<file path="config.mk">
export PLATFORM = sky130hd
export DESIGN_NAME = pac_top
export DESIGN_NICKNAME = d
export VERILOG_FILES = /design/src/pac_pkg.sv /design/src/pac_top.sv
export VERILOG_INCLUDE_DIRS = /design/src
export SDC_FILE = /design/constraint.sdc
export NUM_CORES = 1
export LEC_CHECK = 0
export BUFFER_PORTS_ARGS = -buffer_cell sky130_fd_sc_hd__buf_4
export CAP_MARGIN = 40
export CORE_ASPECT_RATIO = 0.8
export CORE_UTILIZATION = 53
export DETAILED_ROUTE_END_ITERATION = 6
export HOLD_SLACK_MARGIN = 0.06
export PLACE_DENSITY = 0.82
export SLEW_MARGIN = 20
export SYNTH_ARGS = -nofsm -noshare
export SYNTH_HDL_FRONTEND = slang
export SYNTH_SLANG_ARGS = --single-unit
</file>
<file path="constraint.sdc">
create_clock -name ref_clk_i -period 1.7 [get_ports ref_clk_i]
set_input_delay 0.255 -clock ref_clk_i [delete_from_list [all_inputs] [get_ports ref_clk_i]]
set_output_delay 0.255 -clock ref_clk_i [all_outputs]
set_load 0.03 [all_outputs]
</file>
<file path="src/pac_map.svh">
// Register offsets, field positions, reset values and timing counts
// Assumes inclusion by bare name from the approach control block
`ifndef PAC_MAP_SVH
`define PAC_MAP_SVH

// ----------------------------------------------------------------
// Register offsets (byte index on the plain register port)
// ----------------------------------------------------------------
`define PAC_OFS_PRELOAD_A 4'h0
`define PAC_OFS_PRELOAD_B 4'h1
`define PAC_OFS_TARGET_C 4'h2
`define PAC_OFS_TARGET_D 4'h3
`define PAC_OFS_EXTENSION 4'h4
`define PAC_OFS_WIDTH_LIMIT 4'h5
`define PAC_OFS_OUTPUT_CODE 4'h6
`define PAC_OFS_CTRL_STATUS 4'h7
`define PAC_OFS_TRIG_CONFIG 4'h8
`define PAC_OFS_SEQ_CTRL 4'h9
`define PAC_OFS_SEQ_PRELOAD1 4'hA
`define PAC_OFS_SEQ_COUNT 4'hB

// ----------------------------------------------------------------
// Field positions
// ----------------------------------------------------------------
`define PAC_EXT_A8 0
`define PAC_EXT_C8 2
`define PAC_EXT_B8 4
`define PAC_EXT_D8 6
`define PAC_CS_ENABLE 7
`define PAC_CS_MODE 6
`define PAC_CS_TSEL 5
`define PAC_CS_LOCK 4
`define PAC_CS_IVL_HI 3
`define PAC_CS_IVL_LO 2
`define PAC_CS_CDONE 1
`define PAC_CS_DDONE 0
`define PAC_TC_HWSRC 7
`define PAC_TC_CNT_HI 4
`define PAC_TC_CNT_LO 3
`define PAC_TC_STEP_HI 2
`define PAC_TC_STEP_LO 0
`define PAC_SQ_ENABLE 4
`define PAC_SQ_RELOAD_SEL 0

// ----------------------------------------------------------------
// Output state codes, reset values and width limiter timing counts
// ----------------------------------------------------------------
`define PAC_CODE_FORCE_LOW 8'h32
`define PAC_CODE_FORCE_HIGH 8'h33
`define PAC_CODE_ACTIVE_LOW 8'h55
`define PAC_CODE_HIGH_DRIVE_LOW 8'h8D
`define PAC_CODE_ACTIVE_HIGH 8'hAA
`define PAC_RST_BYTE 8'h00
`define PAC_LIMIT_SPAN 9'h100
`define PAC_HALF_CLK_CYCLES 2'h2

`endif

</file>
<file path="src/pac_pkg.sv">
// Types shared by the approach control block
// Assumes nothing beyond a SystemVerilog compiler
package pac_pkg;

  // ----------------------------------------------------------------
  // Output drive decoded from the output state code
  // ----------------------------------------------------------------
  typedef enum logic [2:0] {
    PAC_DRV_FLOAT,
    PAC_DRV_LOW,
    PAC_DRV_HIGH,
    PAC_DRV_PULSE_LOW,
    PAC_DRV_PULSE_HIGH,
    PAC_DRV_PULSE_HIGH_IDLE_LOW
  } pac_drive_t;

endpackage

</file>
<file path="src/pac_top.sv">
// Pulse output state, width limiter and approach engine control registers
// Assumes the pulse counter, approach engine and sequence logic share ref_clk_i
//
// Overview of operation
// RL1: Code 00110010 forces the pulse output low, 00110011 forces it high.
// RL2: Codes 01010101, 10101010, 10001101 give low, high, high-with-driven-low pulses.
// RL3: Every other output code leaves the pulse output undriven.
// RL4: Secondary pulse output is held low unless the code is 10001101.
// RL5: Pulse width limited to 256 minus limit value half pulse-clock periods.
// RL6: Targets C and D are 9 bits; bit 8 sits at extension bits 2 and 6.
// RL7: Extension holds preload B bit 8 at 4, preload A bit 8 at 0; odd bits zero.
// RL8: Software mode: software owns approach enable; hardware mode: hardware value shown.
// RL9: Approach mode select 0 is software mode, 1 is hardware mode.
// RL10: Mode select rising clears sequence enable and reloads timer from preload 1.
// RL11: In software mode target select 0 approaches C, 1 approaches D.
// RL12: While lock flag is 1, writes to preload A, count and step are ignored.
// RL13: Hardware mode interval status reports 00, 01, 10, 11 for the four intervals.
// RL14: Hardware sets C-done flag; software may clear it, writing 1 is ignored.
// RL15: Hardware sets D-done flag; software may clear it but not set it.
// RL16: Done flags auto-cleared on enable rise, overvoltage trigger or sequence enable rise (here only in hardware mode with overvoltage trigger source).
// RL17: Hardware mode timer starts on overvoltage event (0) or sequence enable rise (1).
// RL18: Sequence enable writes ignored in hardware mode with overvoltage trigger source.
// RL19: Reload select 0 reloads from preload A, 1 from preload B.
// RL20: Updates are synchronous; hardware auto-clear beats a simultaneous software write.
//
// The register addresses and the plain strobed port were left to the implementer.
`timescale 1ns/1ns
`include "pac_map.svh"

module pac_top #(
  parameter int ADDR_W = 4
) (
  // Clock and reset
  input wire logic ref_clk_i,
  input wire logic resetn_i,
  // Register port
  input wire logic [ADDR_W-1:0] reg_addr_i,
  input wire logic [7:0] reg_wdata_i,
  input wire logic reg_wr_i,
  input wire logic reg_rd_i,
  output logic [7:0] reg_rdata_o,
  // Pulse counter and approach engine (same clock)
  input wire logic pulse_active_i,
  input wire logic pulse_start_i,
  input wire logic hw_approach_enable_i,
  input wire logic [1:0] interval_status_i,
  input wire logic modification_lock_flag_i,
  input wire logic c_done_set_i,
  input wire logic d_done_set_i,
  // Overvoltage event from outside the clock domain
  input wire logic overvoltage_event_i,
  // Pulse output pin
  output logic pulse_gen_o,
  output logic pulse_gen_oe_n_o,
  output logic secondary_hold_low_o,
  // To the approach engine and pulse counter
  output logic approach_enable_o,
  output logic [8:0] approach_target_o,
  output logic [8:0] reload_value_o,
  output logic sequence_timer_start_o
);

  if (ADDR_W < 4) begin
    $error("pac_top: ADDR_W must be at least 4");
  end

  // ----------------------------------------------------------------
  // Registers
  // ----------------------------------------------------------------
  logic [8:0] preload_a;
  logic [8:0] preload_b;
  logic [8:0] approach_target_c;
  logic [8:0] approach_target_d;
  logic [7:0] width_limit_value;
  logic [7:0] output_state_code;
  logic approach_enable;
  logic approach_mode_select;
  logic approach_target_select;
  logic c_approach_done_flag;
  logic d_approach_done_flag;
  logic hw_trigger_source_select;
  logic [1:0] trigger_count_field;
  logic [2:0] approach_step_field;
  logic sequence_timer_enable;
  logic reload_select;
  logic [7:0] sequence_timer_preload_1;
  logic [7:0] sequence_timer;
  logic mode_prev;
  logic enable_prev;
  logic seq_enable_prev;

  logic wr_cs;
  logic wr_tc;
  logic wr_sq;
  assign wr_cs = reg_wr_i && reg_addr_i == ADDR_W'(`PAC_OFS_CTRL_STATUS);
  assign wr_tc = reg_wr_i && reg_addr_i == ADDR_W'(`PAC_OFS_TRIG_CONFIG);
  assign wr_sq = reg_wr_i && reg_addr_i == ADDR_W'(`PAC_OFS_SEQ_CTRL);

  // ----------------------------------------------------------------
  // Overvoltage synchroniser and edge
  // ----------------------------------------------------------------
  logic ovp_meta;
  logic ovp_sync;
  logic ovp_prev;
  always_ff @(posedge ref_clk_i) begin
    if (!resetn_i) begin
      ovp_meta <= 1'b0;
      ovp_sync <= 1'b0;
      ovp_prev <= 1'b0;
    end else begin
      ovp_meta <= overvoltage_event_i;
      ovp_sync <= ovp_meta;
      ovp_prev <= ovp_sync;
    end
  end

  // ----------------------------------------------------------------
  // Event terms
  // ----------------------------------------------------------------
  logic ovp_trigger;
  logic enable_rise;
  logic seq_enable_rise;
  logic mode_rise;
  logic auto_clear;
  assign mode_rise = approach_mode_select && !mode_prev; // RL10
  assign ovp_trigger = approach_mode_select && !hw_trigger_source_select &&
                       ovp_sync && !ovp_prev;
  assign enable_rise = !approach_mode_select && approach_enable && !enable_prev;
  assign seq_enable_rise = sequence_timer_enable && !seq_enable_prev;
  assign auto_clear = enable_rise || ovp_trigger || // RL16
                      (approach_mode_select && !hw_trigger_source_select &&
                       seq_enable_rise);

  always_ff @(posedge ref_clk_i) begin
    if (!resetn_i) begin
      mode_prev <= 1'b0;
      enable_prev <= 1'b0;
      seq_enable_prev <= 1'b0;
    end else begin
      mode_prev <= approach_mode_select;
      enable_prev <= approach_enable;
      seq_enable_prev <= sequence_timer_enable;
    end
  end

  // ----------------------------------------------------------------
  // Data registers
  // ----------------------------------------------------------------
  // Preload and targets come up at zero although the pins would be unknown
  always_ff @(posedge ref_clk_i) begin
    if (!resetn_i) begin
      preload_a <= 9'h000;
      preload_b <= 9'h000;
      approach_target_c <= 9'h000;
      approach_target_d <= 9'h000;
      width_limit_value <= `PAC_RST_BYTE;
      output_state_code <= `PAC_RST_BYTE;
      sequence_timer_preload_1 <= `PAC_RST_BYTE;
    end else if (reg_wr_i) begin
      case (reg_addr_i)
        ADDR_W'(`PAC_OFS_PRELOAD_A): begin
          if (!modification_lock_flag_i) begin
            preload_a[7:0] <= reg_wdata_i; // RL12
          end
        end
        ADDR_W'(`PAC_OFS_PRELOAD_B): preload_b[7:0] <= reg_wdata_i;
        ADDR_W'(`PAC_OFS_TARGET_C): approach_target_c[7:0] <= reg_wdata_i;
        ADDR_W'(`PAC_OFS_TARGET_D): approach_target_d[7:0] <= reg_wdata_i;
        ADDR_W'(`PAC_OFS_EXTENSION): begin
          if (!modification_lock_flag_i) begin
            preload_a[8] <= reg_wdata_i[`PAC_EXT_A8]; // RL7 RL12
          end
          preload_b[8] <= reg_wdata_i[`PAC_EXT_B8]; // RL7
          approach_target_c[8] <= reg_wdata_i[`PAC_EXT_C8]; // RL6
          approach_target_d[8] <= reg_wdata_i[`PAC_EXT_D8]; // RL6
        end
        ADDR_W'(`PAC_OFS_WIDTH_LIMIT): width_limit_value <= reg_wdata_i;
        ADDR_W'(`PAC_OFS_OUTPUT_CODE): output_state_code <= reg_wdata_i;
        ADDR_W'(`PAC_OFS_SEQ_PRELOAD1): sequence_timer_preload_1 <= reg_wdata_i;
        default: begin
        end
      endcase
    end
  end

  // ----------------------------------------------------------------
  // Approach control and status
  // ----------------------------------------------------------------
  always_ff @(posedge ref_clk_i) begin
    if (!resetn_i) begin
      approach_mode_select <= 1'b0;
      approach_target_select <= 1'b0;
    end else if (wr_cs) begin
      approach_mode_select <= reg_wdata_i[`PAC_CS_MODE]; // RL9
      approach_target_select <= reg_wdata_i[`PAC_CS_TSEL];
    end
  end

  always_ff @(posedge ref_clk_i) begin
    if (!resetn_i) begin
      approach_enable <= 1'b0;
    end else if (approach_mode_select) begin
      approach_enable <= hw_approach_enable_i; // RL8
    end else if (wr_cs) begin
      approach_enable <= reg_wdata_i[`PAC_CS_ENABLE]; // RL8
    end
  end

  // Hardware set beats every clear so a completion is never lost
  always_ff @(posedge ref_clk_i) begin
    if (!resetn_i) begin
      c_approach_done_flag <= 1'b0;
      d_approach_done_flag <= 1'b0;
    end else begin
      if (c_done_set_i) begin
        c_approach_done_flag <= 1'b1; // RL14
      end else if (auto_clear) begin
        c_approach_done_flag <= 1'b0; // RL16 RL20
      end else if (wr_cs && !reg_wdata_i[`PAC_CS_CDONE]) begin
        c_approach_done_flag <= 1'b0; // RL14
      end
      if (d_done_set_i) begin
        d_approach_done_flag <= 1'b1; // RL15
      end else if (auto_clear) begin
        d_approach_done_flag <= 1'b0; // RL16 RL20
      end else if (wr_cs && !reg_wdata_i[`PAC_CS_DDONE]) begin
        d_approach_done_flag <= 1'b0; // RL15
      end
    end
  end

  // ----------------------------------------------------------------
  // Trigger configuration
  // ----------------------------------------------------------------
  always_ff @(posedge ref_clk_i) begin
    if (!resetn_i) begin
      hw_trigger_source_select <= 1'b0;
      trigger_count_field <= 2'h0;
      approach_step_field <= 3'h0;
    end else if (wr_tc) begin
      hw_trigger_source_select <= reg_wdata_i[`PAC_TC_HWSRC];
      if (!modification_lock_flag_i) begin
        trigger_count_field <= reg_wdata_i[`PAC_TC_CNT_HI:`PAC_TC_CNT_LO]; // RL12
        approach_step_field <= reg_wdata_i[`PAC_TC_STEP_HI:`PAC_TC_STEP_LO]; // RL12
      end
    end
  end

  // ----------------------------------------------------------------
  // Sequence timer
  // ----------------------------------------------------------------
  always_ff @(posedge ref_clk_i) begin
    if (!resetn_i) begin
      sequence_timer_enable <= 1'b0;
      reload_select <= 1'b0;
    end else begin
      if (mode_rise) begin
        sequence_timer_enable <= 1'b0; // RL10
      end else if (wr_sq && !(approach_mode_select && !hw_trigger_source_select)) begin
        sequence_timer_enable <= reg_wdata_i[`PAC_SQ_ENABLE]; // RL18
      end
      if (wr_sq) begin
        reload_select <= reg_wdata_i[`PAC_SQ_RELOAD_SEL];
      end
    end
  end

  // Counts down once started; the prescaler lives with the sequence logic
  logic timer_start;
  logic timer_run;
  assign timer_start = approach_mode_select && (hw_trigger_source_select ?
                       seq_enable_rise : ovp_trigger); // RL17
  always_ff @(posedge ref_clk_i) begin
    if (!resetn_i) begin
      sequence_timer <= `PAC_RST_BYTE;
      timer_run <= 1'b0;
      sequence_timer_start_o <= 1'b0;
    end else begin
      sequence_timer_start_o <= timer_start;
      if (mode_rise) begin
        sequence_timer <= sequence_timer_preload_1; // RL10
        timer_run <= 1'b0;
      end else if (timer_start) begin
        sequence_timer <= sequence_timer_preload_1; // RL17
        timer_run <= 1'b1;
      end else if (timer_run && sequence_timer != 8'h00) begin
        sequence_timer <= sequence_timer - 8'h01;
      end else begin
        timer_run <= 1'b0;
      end
    end
  end

  // ----------------------------------------------------------------
  // Approach target and reload value
  // ----------------------------------------------------------------
  always_ff @(posedge ref_clk_i) begin
    if (!resetn_i) begin
      approach_target_o <= 9'h000;
      reload_value_o <= 9'h000;
      approach_enable_o <= 1'b0;
    end else begin
      approach_enable_o <= approach_enable;
      if (!approach_mode_select) begin
        approach_target_o <= approach_target_select ? approach_target_d :
                             approach_target_c; // RL11
      end else begin
        approach_target_o <= (interval_status_i == 2'h2) ? approach_target_d :
                             approach_target_c;
      end
      reload_value_o <= reload_select ? preload_b : preload_a; // RL19
    end
  end

  // ----------------------------------------------------------------
  // Pulse width limiter
  // ----------------------------------------------------------------
  // One tick per half pulse-clock period, counted up from the limit value to 256
  logic [1:0] half_div;
  logic [8:0] limit_count;
  logic limit_hit;
  always_ff @(posedge ref_clk_i) begin
    if (!resetn_i) begin
      half_div <= 2'h0;
      limit_count <= 9'h000;
      limit_hit <= 1'b0;
    end else if (pulse_start_i || !pulse_active_i) begin
      // Start cycle is the first clock of the first half period
      half_div <= `PAC_HALF_CLK_CYCLES - 2'h1;
      limit_count <= {1'b0, width_limit_value};
      limit_hit <= 1'b0;
    end else if (!limit_hit) begin
      if (half_div == `PAC_HALF_CLK_CYCLES - 2'h1) begin
        half_div <= 2'h0;
        limit_count <= limit_count + 9'h001;
        if (limit_count + 9'h001 == `PAC_LIMIT_SPAN) begin
          limit_hit <= 1'b1; // RL5
        end
      end else begin
        half_div <= half_div + 2'h1;
      end
    end
  end

  // ----------------------------------------------------------------
  // Output state decode
  // ----------------------------------------------------------------
  pac_pkg::pac_drive_t drive;
  always_comb begin
    case (output_state_code)
      `PAC_CODE_FORCE_LOW: drive = pac_pkg::PAC_DRV_LOW; // RL1
      `PAC_CODE_FORCE_HIGH: drive = pac_pkg::PAC_DRV_HIGH; // RL1
      `PAC_CODE_ACTIVE_LOW: drive = pac_pkg::PAC_DRV_PULSE_LOW; // RL2
      `PAC_CODE_ACTIVE_HIGH: drive = pac_pkg::PAC_DRV_PULSE_HIGH; // RL2
      `PAC_CODE_HIGH_DRIVE_LOW: drive = pac_pkg::PAC_DRV_PULSE_HIGH_IDLE_LOW; // RL2
      default: drive = pac_pkg::PAC_DRV_FLOAT; // RL3
    endcase
  end

  logic pulse_on;
  assign pulse_on = pulse_active_i && !limit_hit; // RL5
  always_ff @(posedge ref_clk_i) begin
    if (!resetn_i) begin
      pulse_gen_o <= 1'b0;
      pulse_gen_oe_n_o <= 1'b1;
      secondary_hold_low_o <= 1'b1;
    end else begin
      secondary_hold_low_o <= drive != pac_pkg::PAC_DRV_PULSE_HIGH_IDLE_LOW; // RL4
      case (drive)
        pac_pkg::PAC_DRV_LOW: begin
          pulse_gen_o <= 1'b0;
          pulse_gen_oe_n_o <= 1'b0;
        end
        pac_pkg::PAC_DRV_HIGH: begin
          pulse_gen_o <= 1'b1;
          pulse_gen_oe_n_o <= 1'b0;
        end
        pac_pkg::PAC_DRV_PULSE_LOW: begin
          pulse_gen_o <= !pulse_on;
          pulse_gen_oe_n_o <= 1'b0;
        end
        pac_pkg::PAC_DRV_PULSE_HIGH, pac_pkg::PAC_DRV_PULSE_HIGH_IDLE_LOW: begin
          pulse_gen_o <= pulse_on;
          pulse_gen_oe_n_o <= 1'b0;
        end
        default: begin
          pulse_gen_o <= 1'b0;
          pulse_gen_oe_n_o <= 1'b1; // RL3
        end
      endcase
    end
  end

  // ----------------------------------------------------------------
  // Read data, one cycle after the strobe
  // ----------------------------------------------------------------
  logic [7:0] next_rdata;
  always_comb begin
    next_rdata = 8'h00;
    case (reg_addr_i)
      ADDR_W'(`PAC_OFS_PRELOAD_A): next_rdata = preload_a[7:0];
      ADDR_W'(`PAC_OFS_PRELOAD_B): next_rdata = preload_b[7:0];
      ADDR_W'(`PAC_OFS_TARGET_C): next_rdata = approach_target_c[7:0];
      ADDR_W'(`PAC_OFS_TARGET_D): next_rdata = approach_target_d[7:0];
      ADDR_W'(`PAC_OFS_EXTENSION): begin
        next_rdata[`PAC_EXT_A8] = preload_a[8]; // RL7
        next_rdata[`PAC_EXT_C8] = approach_target_c[8];
        next_rdata[`PAC_EXT_B8] = preload_b[8];
        next_rdata[`PAC_EXT_D8] = approach_target_d[8];
      end
      ADDR_W'(`PAC_OFS_WIDTH_LIMIT): next_rdata = width_limit_value;
      ADDR_W'(`PAC_OFS_OUTPUT_CODE): next_rdata = output_state_code;
      ADDR_W'(`PAC_OFS_CTRL_STATUS): begin
        next_rdata[`PAC_CS_ENABLE] = approach_enable;
        next_rdata[`PAC_CS_MODE] = approach_mode_select;
        next_rdata[`PAC_CS_TSEL] = approach_target_select;
        next_rdata[`PAC_CS_LOCK] = modification_lock_flag_i;
        if (approach_mode_select) begin
          next_rdata[`PAC_CS_IVL_HI:`PAC_CS_IVL_LO] = interval_status_i; // RL13
        end
        next_rdata[`PAC_CS_CDONE] = c_approach_done_flag;
        next_rdata[`PAC_CS_DDONE] = d_approach_done_flag;
      end
      ADDR_W'(`PAC_OFS_TRIG_CONFIG): begin
        next_rdata[`PAC_TC_HWSRC] = hw_trigger_source_select;
        next_rdata[`PAC_TC_CNT_HI:`PAC_TC_CNT_LO] = trigger_count_field;
        next_rdata[`PAC_TC_STEP_HI:`PAC_TC_STEP_LO] = approach_step_field;
      end
      ADDR_W'(`PAC_OFS_SEQ_CTRL): begin
        next_rdata[`PAC_SQ_ENABLE] = sequence_timer_enable;
        next_rdata[`PAC_SQ_RELOAD_SEL] = reload_select;
      end
      ADDR_W'(`PAC_OFS_SEQ_PRELOAD1): next_rdata = sequence_timer_preload_1;
      ADDR_W'(`PAC_OFS_SEQ_COUNT): next_rdata = sequence_timer;
      default: next_rdata = 8'h00;
    endcase
  end

  // Data stand for exactly one cycle, zero otherwise
  always_ff @(posedge ref_clk_i) begin
    if (!resetn_i) begin
      reg_rdata_o <= 8'h00;
    end else begin
      reg_rdata_o <= reg_rd_i ? next_rdata : 8'h00;
    end
  end

endmodule

</file>
==> results of run 1 <==
[power breakdown]
group / switching [mW] / internal (mW) / leakage, nW
Combinational: 0.342 / 0.221 / 1.65
Clock: 1.38 / 2.19 / 0.279
Sequential: 0.0408 / 3.09 / 1.05
[metrics by stage]
| stage | setup TNS (ns) | util, % | std cells | hold WS [ns] | cell area [sq um] |
|---|---|---|---|---|---|
| after floorplan | 0 | - | 680 | 0.377 | 6050 |
| after global routing | -0.0194 | 68.5 | 908 | 0.140 | 7520 |
| after global placement | 0 | 62.3 | 869 | 0.418 | 6840 |
| final | 0 | 68.5 | 908 | 0.110 | 7520 |
| after CTS | 0 | 67.9 | 904 | 0.113 | 7460 |
| after detailed placement | -0.0517 | 62.3 | 869 | 0.423 | 6840 |
[cell usage after synthesis (all sizes together) (4+ instances only)]
cell    instances  area [sq um]
xor2            8          70.1
xnor2           4          35.0
o21ai          23           119
a22oi           5          37.5
a32oi           5          43.8
o31ai           4          35.0
mux2i          77           771
a21oi          54           270
nand4           4          25.0
clkbuf         36           135
and3            8          51.3
mux2            7          78.8
nand2          50           188
a32o            4          40.0
nor3b          10          85.1
and2            6          37.5
buf            21           103
inv            12          45.0
nand3          40           205
dfxtp         130          2600
a211oi          7          57.6
nor2b           9          56.3
nand3b          5          37.5
nor2           79           297
nor4bb          5          50.1
or2             5          31.3
nand2b          5          31.3
[final cells by class]
cell class              instances  area share [%]
multi-input cells             481            42.4
flip-flops and latches        130            34.7
repair buffers                109            12.1
clock buffers                  19            5.89
well taps                     144            2.40
clock inverters                13            1.83
inverters                      12           0.632
[sequential cells by signal (all words and copies together), names as in the netlist, 9 cells and up]
register / cells
reload_value_o: 9
preload_b: 9
approach_target_d: 9
preload_a: 9
approach_target_c: 9
approach_target_o: 9
limit_count: 9
[path summary, 6_finish.rpt]
path	from	endpoint
setup / recovery	sequence_timer[1]$_SDFFE_PN0P_	sequence_timer[1]$_SDFFE_PN0P_
hold / removal	hw_approach_enable_i	approach_enable$_SDFFE_PN0P_
setup reg to reg	sequence_timer[1]$_SDFFE_PN0P_	sequence_timer[1]$_SDFFE_PN0P_
hold reg to reg	ovp_meta$_SDFF_PN0_	ovp_sync$_SDFF_PN0_
[cell families (layout without fill, tap and decap cells)]
group	Yosys count	count (layout)	share of synthesized area (%)
buffers and inverters	69	153	4.68
AO/OA/AOI/OAI	137	137	14.9
flip-flops	130	130	43.1
XOR/XNOR	12	12	1.74
AND/OR/NAND/NOR	245	245	20.9
adder cells (fa/ha/maj)	3	3	0.622
multiplexers	84	84	14.1
[critical path: stages (launching register included)]
cell	delay (ns)
dfxtp_2	0.34
inv_2	0.09
ha_4	0.13
or3b_4	0.39
o21ai_4	0.19
mux2_4	0.31
o22ai_1	0.15
[per-layer routing]
| metal | global-route usage (%) | wire (um) | up-vias |
|---|---|---|---|
| li1 | - | - | 2567 |
| met5 | 0 | 0 | - |
| met4 | 11.4 | 440 | 0 |
| met2 | 49.7 | 8400 | 225 |
| met3 | 7.63 | 1440 | 37 |
| met1 | 43.7 | 8300 | 2749 |
[what timing repair did]
item / in CTS / in global routing
setup endpoints to repair: 2 / 2
setup buffers: 0 / 4
gates resized for setup: 3 / 11
hold buffers: 3 / 0
endpoints found under the hold margin: 3 / 0
pin swaps: 0 / 2
==> run_results.csv, run 1 <==
group,metric,value,unit
placed_design,dp_hpwl,12.8,mm
finish,layout_commonest_cell,"dfxtp_1",
sta,tightest_slew,0.512,ns
floorplanning,start_util,55.0,%
synthesis,syn_area_per_cell,8.88,sq um
floorplanning,dieArea,11800,sq um
setup_path,worstPathMaxFanout,3,
setup_path,cp-end-kind,"flip-flop",
synthesis,synthCells,680,
power,power.total,7.27,mW
drt,ant_nets,0,
floorplanning,ios,56,
clock_network,clkTransAtPathRegs,0.06,ns
sta,slew_violations,0,
setup_path,ff2ff_setup_slack,0.03,ns
worst_hold_path,hp-class,"in2reg",
synthesis,seq_area_frac_synth,43.1,%
finish,drive_gt1_share,22.4,%
finish,final-seq-area,2610,sq um
clock_network,cts_tree,"done",
finish,syn_to_final_growth,24.6,%
floorplanning,core,11000,sq um
synthesis,synth_nets,708,
synthesis,yosys_warnings,0,
worst_hold_path,whs_path_depth,3,
drt,wire_per_inst,20.5,um
sta,fmax,597,MHz
synthesis,synth_area,6040,sq um
clock_network,clk_latency,0.42,ns
floorplanning,die_h,97.5,um
floorplanning,die_x,121,um
sta,period_needed,1.67,ns
synthesis,ys.flop_type,"dfxtp_1",
drt,drt_iter0_markers,534,
sta,finalHoldViolCount,0,
clock_network,cts.sinks,130,
synthesis,async_flop_share,0,%
finish,final_cell_mix,"128 x dfxtp_1, 99 x buf_4, 79 x nor2_1",
clock_network,htreeDepth,4,
clock_network,clockBufferDepth,2,
power,ir_worst_vdd,0.704,mV
finish,multiInputGateArea,3190,sq um
sta,fin_skew,0.00536,ns
finish,finalNetCount,779,
flow_run,max_cap_violations,0,
sta,period_share,98.5,%
global_route,grt_usage,32.2,%
global_route,grt_max_degree,98,
setup_path,start_kind,"flip-flop",
drt,vias,5578,
finish,fill_cells,862,
sta,setup_viol,0,
synthesis,synth_edf_count,0,
power,p_leak,2.98,nW
setup_path,crit_arrival,2.01,ns
power,p_per_area,967,nW/um^2
clock_network,cts_buffers,17,
synthesis,yosys.cell_types.count,71,
setup_path,path_class,"reg2reg",
global_route,gr-total-overflow,0,
global_route,antenna_found_initial,0,
placed_design,gp_congestion,0.981,
setup_path,rr_worst_depth,6,
drt,drt_first_pass_iters,5,
setup_path,crit_required,2.04,ns
sta,worst_slack,0.0262,ns
sta,worst_slew_margin_rel,65.4,%
drt,viasPerCell,6.14,
finish,antenna-diode-count,0,
status,outcome,"completed",
drt,drcViolationCount,0,
placed_design,post-place-ws,-0.0313,ns
synthesis,ys_ff_latch,130,
placed_design,port_buffers,55,
drt,wl,18.6,mm
global_route,grt_first_pass_wirelength,28.7,mm
global_route,grt_pass1_vias,5330,
clock_network,clockRootBuffer,"clkbuf_16",
floorplanning,fp-row-count,34,
No activity file was read; power rests on OpenSTA's default activity.
==> inputs of run 2 (changes only) <==
CORE_ASPECT_RATIO = not set   (was 0.8)
CORE_UTILIZATION = 64   (was 53)
PLACE_DENSITY = 0.92   (was 0.82)
clock period = 2.12 ns   (was 1.7 ns; I/O delays follow)
==> run_results.csv, run 2 (same netlist as run 1, synthesis figures left out) <==
group,metric,value,unit
status,outcome,"completed",
global_route,antenna_found_initial,1,
clock_network,cts.sinks,130,
finish,syn_to_final_growth,17.7,%
drt,wire_per_inst,22.0,um
finish,fill_cells,604,
setup_path,cp-end-kind,"flip-flop",
floorplanning,start_util,65.6,%
placed_design,post-place-ws,0.182,ns
finish,antenna-diode-count,0,
floorplanning,dieArea,9820,sq um
finish,layout.cells.non_filler,842,
power,power.total,5.80,mW
floorplanning,ios,56,
setup_path,slowest_delay,0.47,ns
drt,drt_iter0_markers,609,
sta,slew_violations,0,
drt,drcViolationCount,0,
setup_path,crit_required,2.56,ns
setup_path,worstPathMaxFanout,3,
sta,fmax,512,MHz
power,p_per_area,817,nW/um^2
clock_network,htreeDepth,4,
placed_design,post-place-cells,807,
sta,setup_viol,0,
finish,drive_gt1_share,17.2,%
setup_path,cp_top_family,"simple AND/OR/NAND/NOR gates",
setup_path,cp_num_buf_inv,1,
floorplanning,die_h,99.1,um
floorplanning,die_x,99.1,um
clock_network,cts_tree,"done",
sta,period_share,92.1,%
drt,viasPerCell,6.69,
finish,layout_commonest_cell,"dfxtp_1",
global_route,grt_first_pass_wirelength,28.8,mm
sta,finalHoldViolCount,0,
drt,wl,18.5,mm
global_route,grt_usage,38.7,%
clock_network,clockBufferDepth,2,
setup_path,path_class,"reg2reg",
setup_path,slowest_stage,"or3b_2",
placed_design,port_buffers,55,
drt,ant_nets,0,
floorplanning,fp-row-count,35,
sta,worst_slew_margin_rel,57.8,%
clock_network,clockRootBuffer,"clkbuf_8",
sta,fin_hold_ws,0.135,ns
sta,setup-tns-final,0,ns
floorplanning,core,9200,sq um
drt,vias,5630,
setup_path,start_kind,"flip-flop",
global_route,grt_max_degree,98,
sta,fin_skew,0.00697,ns
power,ir_worst_vdd,0.474,mV
drt,drt_first_pass_iters,7,
power,p_leak,2.77,nW
worst_hold_path,hp-class,"in2reg",
sta,tightest_slew,0.631,ns
sta,period_needed,1.95,ns
global_route,grt_pass1_vias,5429,
finish,finalNetCount,747,
finish,final_cell_mix,"130 x dfxtp_1, 79 x nor2_1, 77 x mux2i_1",
setup_path,crit_arrival,2.40,ns
clock_network,clkTransAtPathRegs,0.06,ns
setup_path,crit_chain,"inv_1 -> ha_1 -> or3b_2 -> o21ai_2 -> mux2_2 -> o22ai_1",
placed_design,dp_hpwl,11.7,mm
sta,rsz0062_at_grt,"false",
flow_run,max_cap_violations,0,
placed_design,gp_congestion,0.980,
sta,worst_slack,0.168,ns
clock_network,cts_buffers,17,
clock_network,clk_latency,0.53,ns
global_route,gr-total-overflow,0,
==> run 2: cell count changes in the layout (fill, tap and decap cells not counted), sizes merged <==
cell / before / now
buf: 106 / 73
clkinv: 8 / 4
clkbuf: 19 / 21
bufinv: 2 / 3
dlygate4sd3: 3 / 4
==> run 2: metal layers <==
layer	wire length, um	part of all wire, %	track usage, %
met5	0	0	0
met4	930	5.0	21.3
met3	1670	9.0	8.29
met2	8840	48	63.1
met1	7090	38	48.0
==> run 2: worst reg2reg max path: cells and delay by family, from the launching register on <==
family          cells  cell delay, ns
buf+inv             1            0.11
flops               1            0.33
compound gates      2            0.42
mux                 1            0.36
simple gates        1            0.47
fa+ha+maj           1            0.17
==> run 2: path summary, 6_finish.rpt <==
check / from / to / slack [ns] / cells past startpoint
setup / recovery: sequence_timer[0]$_SDFFE_PN0P_ / sequence_timer[1]$_SDFFE_PN0P_ / 0.17 / 6
hold / removal: pulse_active_i / pulse_gen_o$_SDFF_PN0_ / 0.14 / 3
setup reg to reg: sequence_timer[0]$_SDFFE_PN0P_ / sequence_timer[1]$_SDFFE_PN0P_ / 0.17 / 6
hold reg to reg: ovp_meta$_SDFF_PN0_ / ovp_sync$_SDFF_PN0_ / 0.46 / 1
==> run 2: report_power, final <==
part           total [mW]  internal, mW  switching, mW
sequential           2.52          2.48         0.0364
combinational       0.410         0.145          0.265
clock                2.87          1.78           1.09
==> run 2: cell type report <==
cell class	instances	area [sq um]	share of cell area [%]
inverter	12	45.0	0.634
tap	111	139	1.96
clock inverter	10	136	1.92
timing repair buffer	77	601	8.46
sequential	130	2600	36.6
clock buffer	21	429	6.04
multi-input combinational	481	3150	44.4
==> run 2: what timing repair did <==
action / CTS / global route
buffers inserted: 0 / 0
setup endpoints to repair: 0 / 0
hold endpoints to repair: 4 / 0
hold buffers: 4 / 0
gates resized for setup: 0 / 0
==> run 2: stage by stage <==
stage	area, sq um	utilization [%]
final	7100	77.2
after global routing	7100	77.2
after CTS	7100	77.2
after detailed placement	6500	70.7
after global placement	6500	70.7
after floorplan	6040	-
==> inputs of run 3 (changes only) <==
CORE_ASPECT_RATIO = 0.8   (was not set)
RECOVER_POWER = 100   (was not set)
==> run_results.csv, run 3 (same netlist as run 1, synthesis figures left out) <==
group,metric,value,unit
clock_network,postCtsSetupRepairBufs,0,
setup_path,path_class,"reg2reg",
clock_network,cts_buffers,17,
finish,antenna-diode-count,0,
setup_path,timing.rr.start,"sequence_timer[0]$_SDFFE_PN0P_",
global_route,grt_first_pass_wirelength,27.5,mm
finish,final_cell_mix,"130 x dfxtp_1, 79 x nor2_1, 77 x mux2i_1",
sta,fin_hold_ws,0.100,ns
placed_design,dp_hpwl,11.7,mm
global_route,gr-total-overflow,0,
setup_path,startpoint,"sequence_timer[0]$_SDFFE_PN0P_",
sta,rsz0062_at_grt,"false",
sta,period_needed,1.95,ns
setup_path,worstPathMaxFanout,3,
floorplanning,ios,56,
floorplanning,die_x,111,um
floorplanning,core,9110,sq um
global_route,grt_max_degree,44,
clock_network,clockRootBuffer,"clkbuf_16",
clock_network,clkTransAtPathRegs,0.05,ns
setup_path,endpoint,"sequence_timer[1]$_SDFFE_PN0P_",
global_route,grt_pass1_vias,5222,
power,p_leak,2.66,nW
sta,tightest_slew,1.21,ns
drt,vias,5451,
floorplanning,fp-row-count,31,
global_route,grt_usage,36.5,%
setup_path,start_kind,"flip-flop",
status,outcome,"completed",
finish,layout_commonest_cell,"dfxtp_1",
floorplanning,dieArea,9830,sq um
finish,final-seq-area,2600,sq um
finish,fin_area,7040,sq um
setup_path,ff2ff_setup_slack,0.17,ns
sta,slew_violations,0,
clock_network,htreeDepth,4,
sta,setup_viol,0,
sta,period_share,92.2,%
power,ir_worst_vdd,0.785,mV
placed_design,port_buffers,55,
setup_path,cp-end-kind,"flip-flop",
finish,syn_to_final_growth,16.6,%
clock_network,clockBufferDepth,2,
drt,wire_per_inst,20.5,um
drt,drt_first_pass_iters,6,
sta,setup-tns-final,0,ns
flow_run,max_cap_violations,0,
worst_hold_path,hp-class,"in2reg",
finish,finalNetCount,746,
clock_network,hold_buffers,0,
setup_path,rr_worst_depth,6,
drt,wl,17.4,mm
power,p_per_area,851,nW/um^2
clock_network,cts_resized,0,
clock_network,clk_latency,0.42,ns
finish,fill_cells,625,
finish,drive_gt1_share,13.4,%
sta,fin_skew,0.00684,ns
clock_network,cts_tree,"done",
sta,worst_slew_margin_rel,19.6,%
setup_path,r2r_end,"sequence_timer[1]$_SDFFE_PN0P_",
drt,drt_iter0_markers,599,
setup_path,crit_arrival,2.30,ns
drt,ant_nets,0,
drt,viasPerCell,6.44,
floorplanning,start_util,66.2,%
placed_design,gp_congestion,1.05,
sta,fmax,512,MHz
drt,drcViolationCount,0,
finish,multiInputGateArea,3150,sq um
clock_network,cts.sinks,130,
sta,finalHoldViolCount,0,
floorplanning,die_h,88.9,um
setup_path,crit_required,2.46,ns
placed_design,place_area,6550,sq um
global_route,antenna_found_initial,0,
==> run 3: worst min-delay path by stage <==
stage                              from                                end  slack, ns  depth (start not counted)
finish              overvoltage_event_i                ovp_meta$_SDFF_PN0_       0.10                          2
global route               d_done_set_i  d_approach_done_flag$_SDFFE_PN0P_       0.10                          2
floorplan           ovp_meta$_SDFF_PN0_                ovp_sync$_SDFF_PN0_       0.41                          1
detailed placement  ovp_meta$_SDFF_PN0_                ovp_sync$_SDFF_PN0_       0.42                          1
global placement    ovp_meta$_SDFF_PN0_                ovp_sync$_SDFF_PN0_       0.42                          1
CTS                 overvoltage_event_i                ovp_meta$_SDFF_PN0_       0.10                          2
==> run 3: critical path: stages (launching register included) <==
cell and delay (ns):
dfxtp_1 0.33, inv_1 0.13, ha_1 0.18, or3b_2 0.48
o21ai_2 0.23, mux2_2 0.36, o22ai_1 0.16
==> run 3: layer usage <==
| layer | part of all wire [%] | GRT usage (%) |
|---|---|---|
| met1 | 41 | 46.6 |
| met2 | 46 | 59.6 |
| met3 | 9.9 | 9.86 |
| met4 | 2.4 | 15.0 |
| met5 | 0 | 0 |
==> run 3: final cells by class <==
class	count	share of cell area, %
well taps	115	2.04
flip-flops and latches	130	37.0
repair buffers	76	6.90
clock buffers	22	6.45
multi-input cells	481	44.8
inverters	12	0.640
clock inverters	10	2.24
==> run 3: power by group <==
group / internal [mW] / leakage (nW) / switching, mW / total (mW)
sequential: 2.48 / 1.05 / 0.0349 / 2.52
clock: 1.99 / 0.290 / 1.08 / 3.07
combinational: 0.143 / 1.32 / 0.260 / 0.403
==> run 3: per-stage QoR <==
step	std cells	util, %	power, mW	worst slack [ns]
5_1_grt	846	77.2	6.13	0.0893
4_1_cts	846	78.6	5.98	0.185
3_3_place_gp	814	71.9	2.95	0.324
2_1_floorplan	680	-	2.81	0.376
6_report	846	77.2	5.99	0.166
3_5_place_dp	814	71.9	2.96	0.231
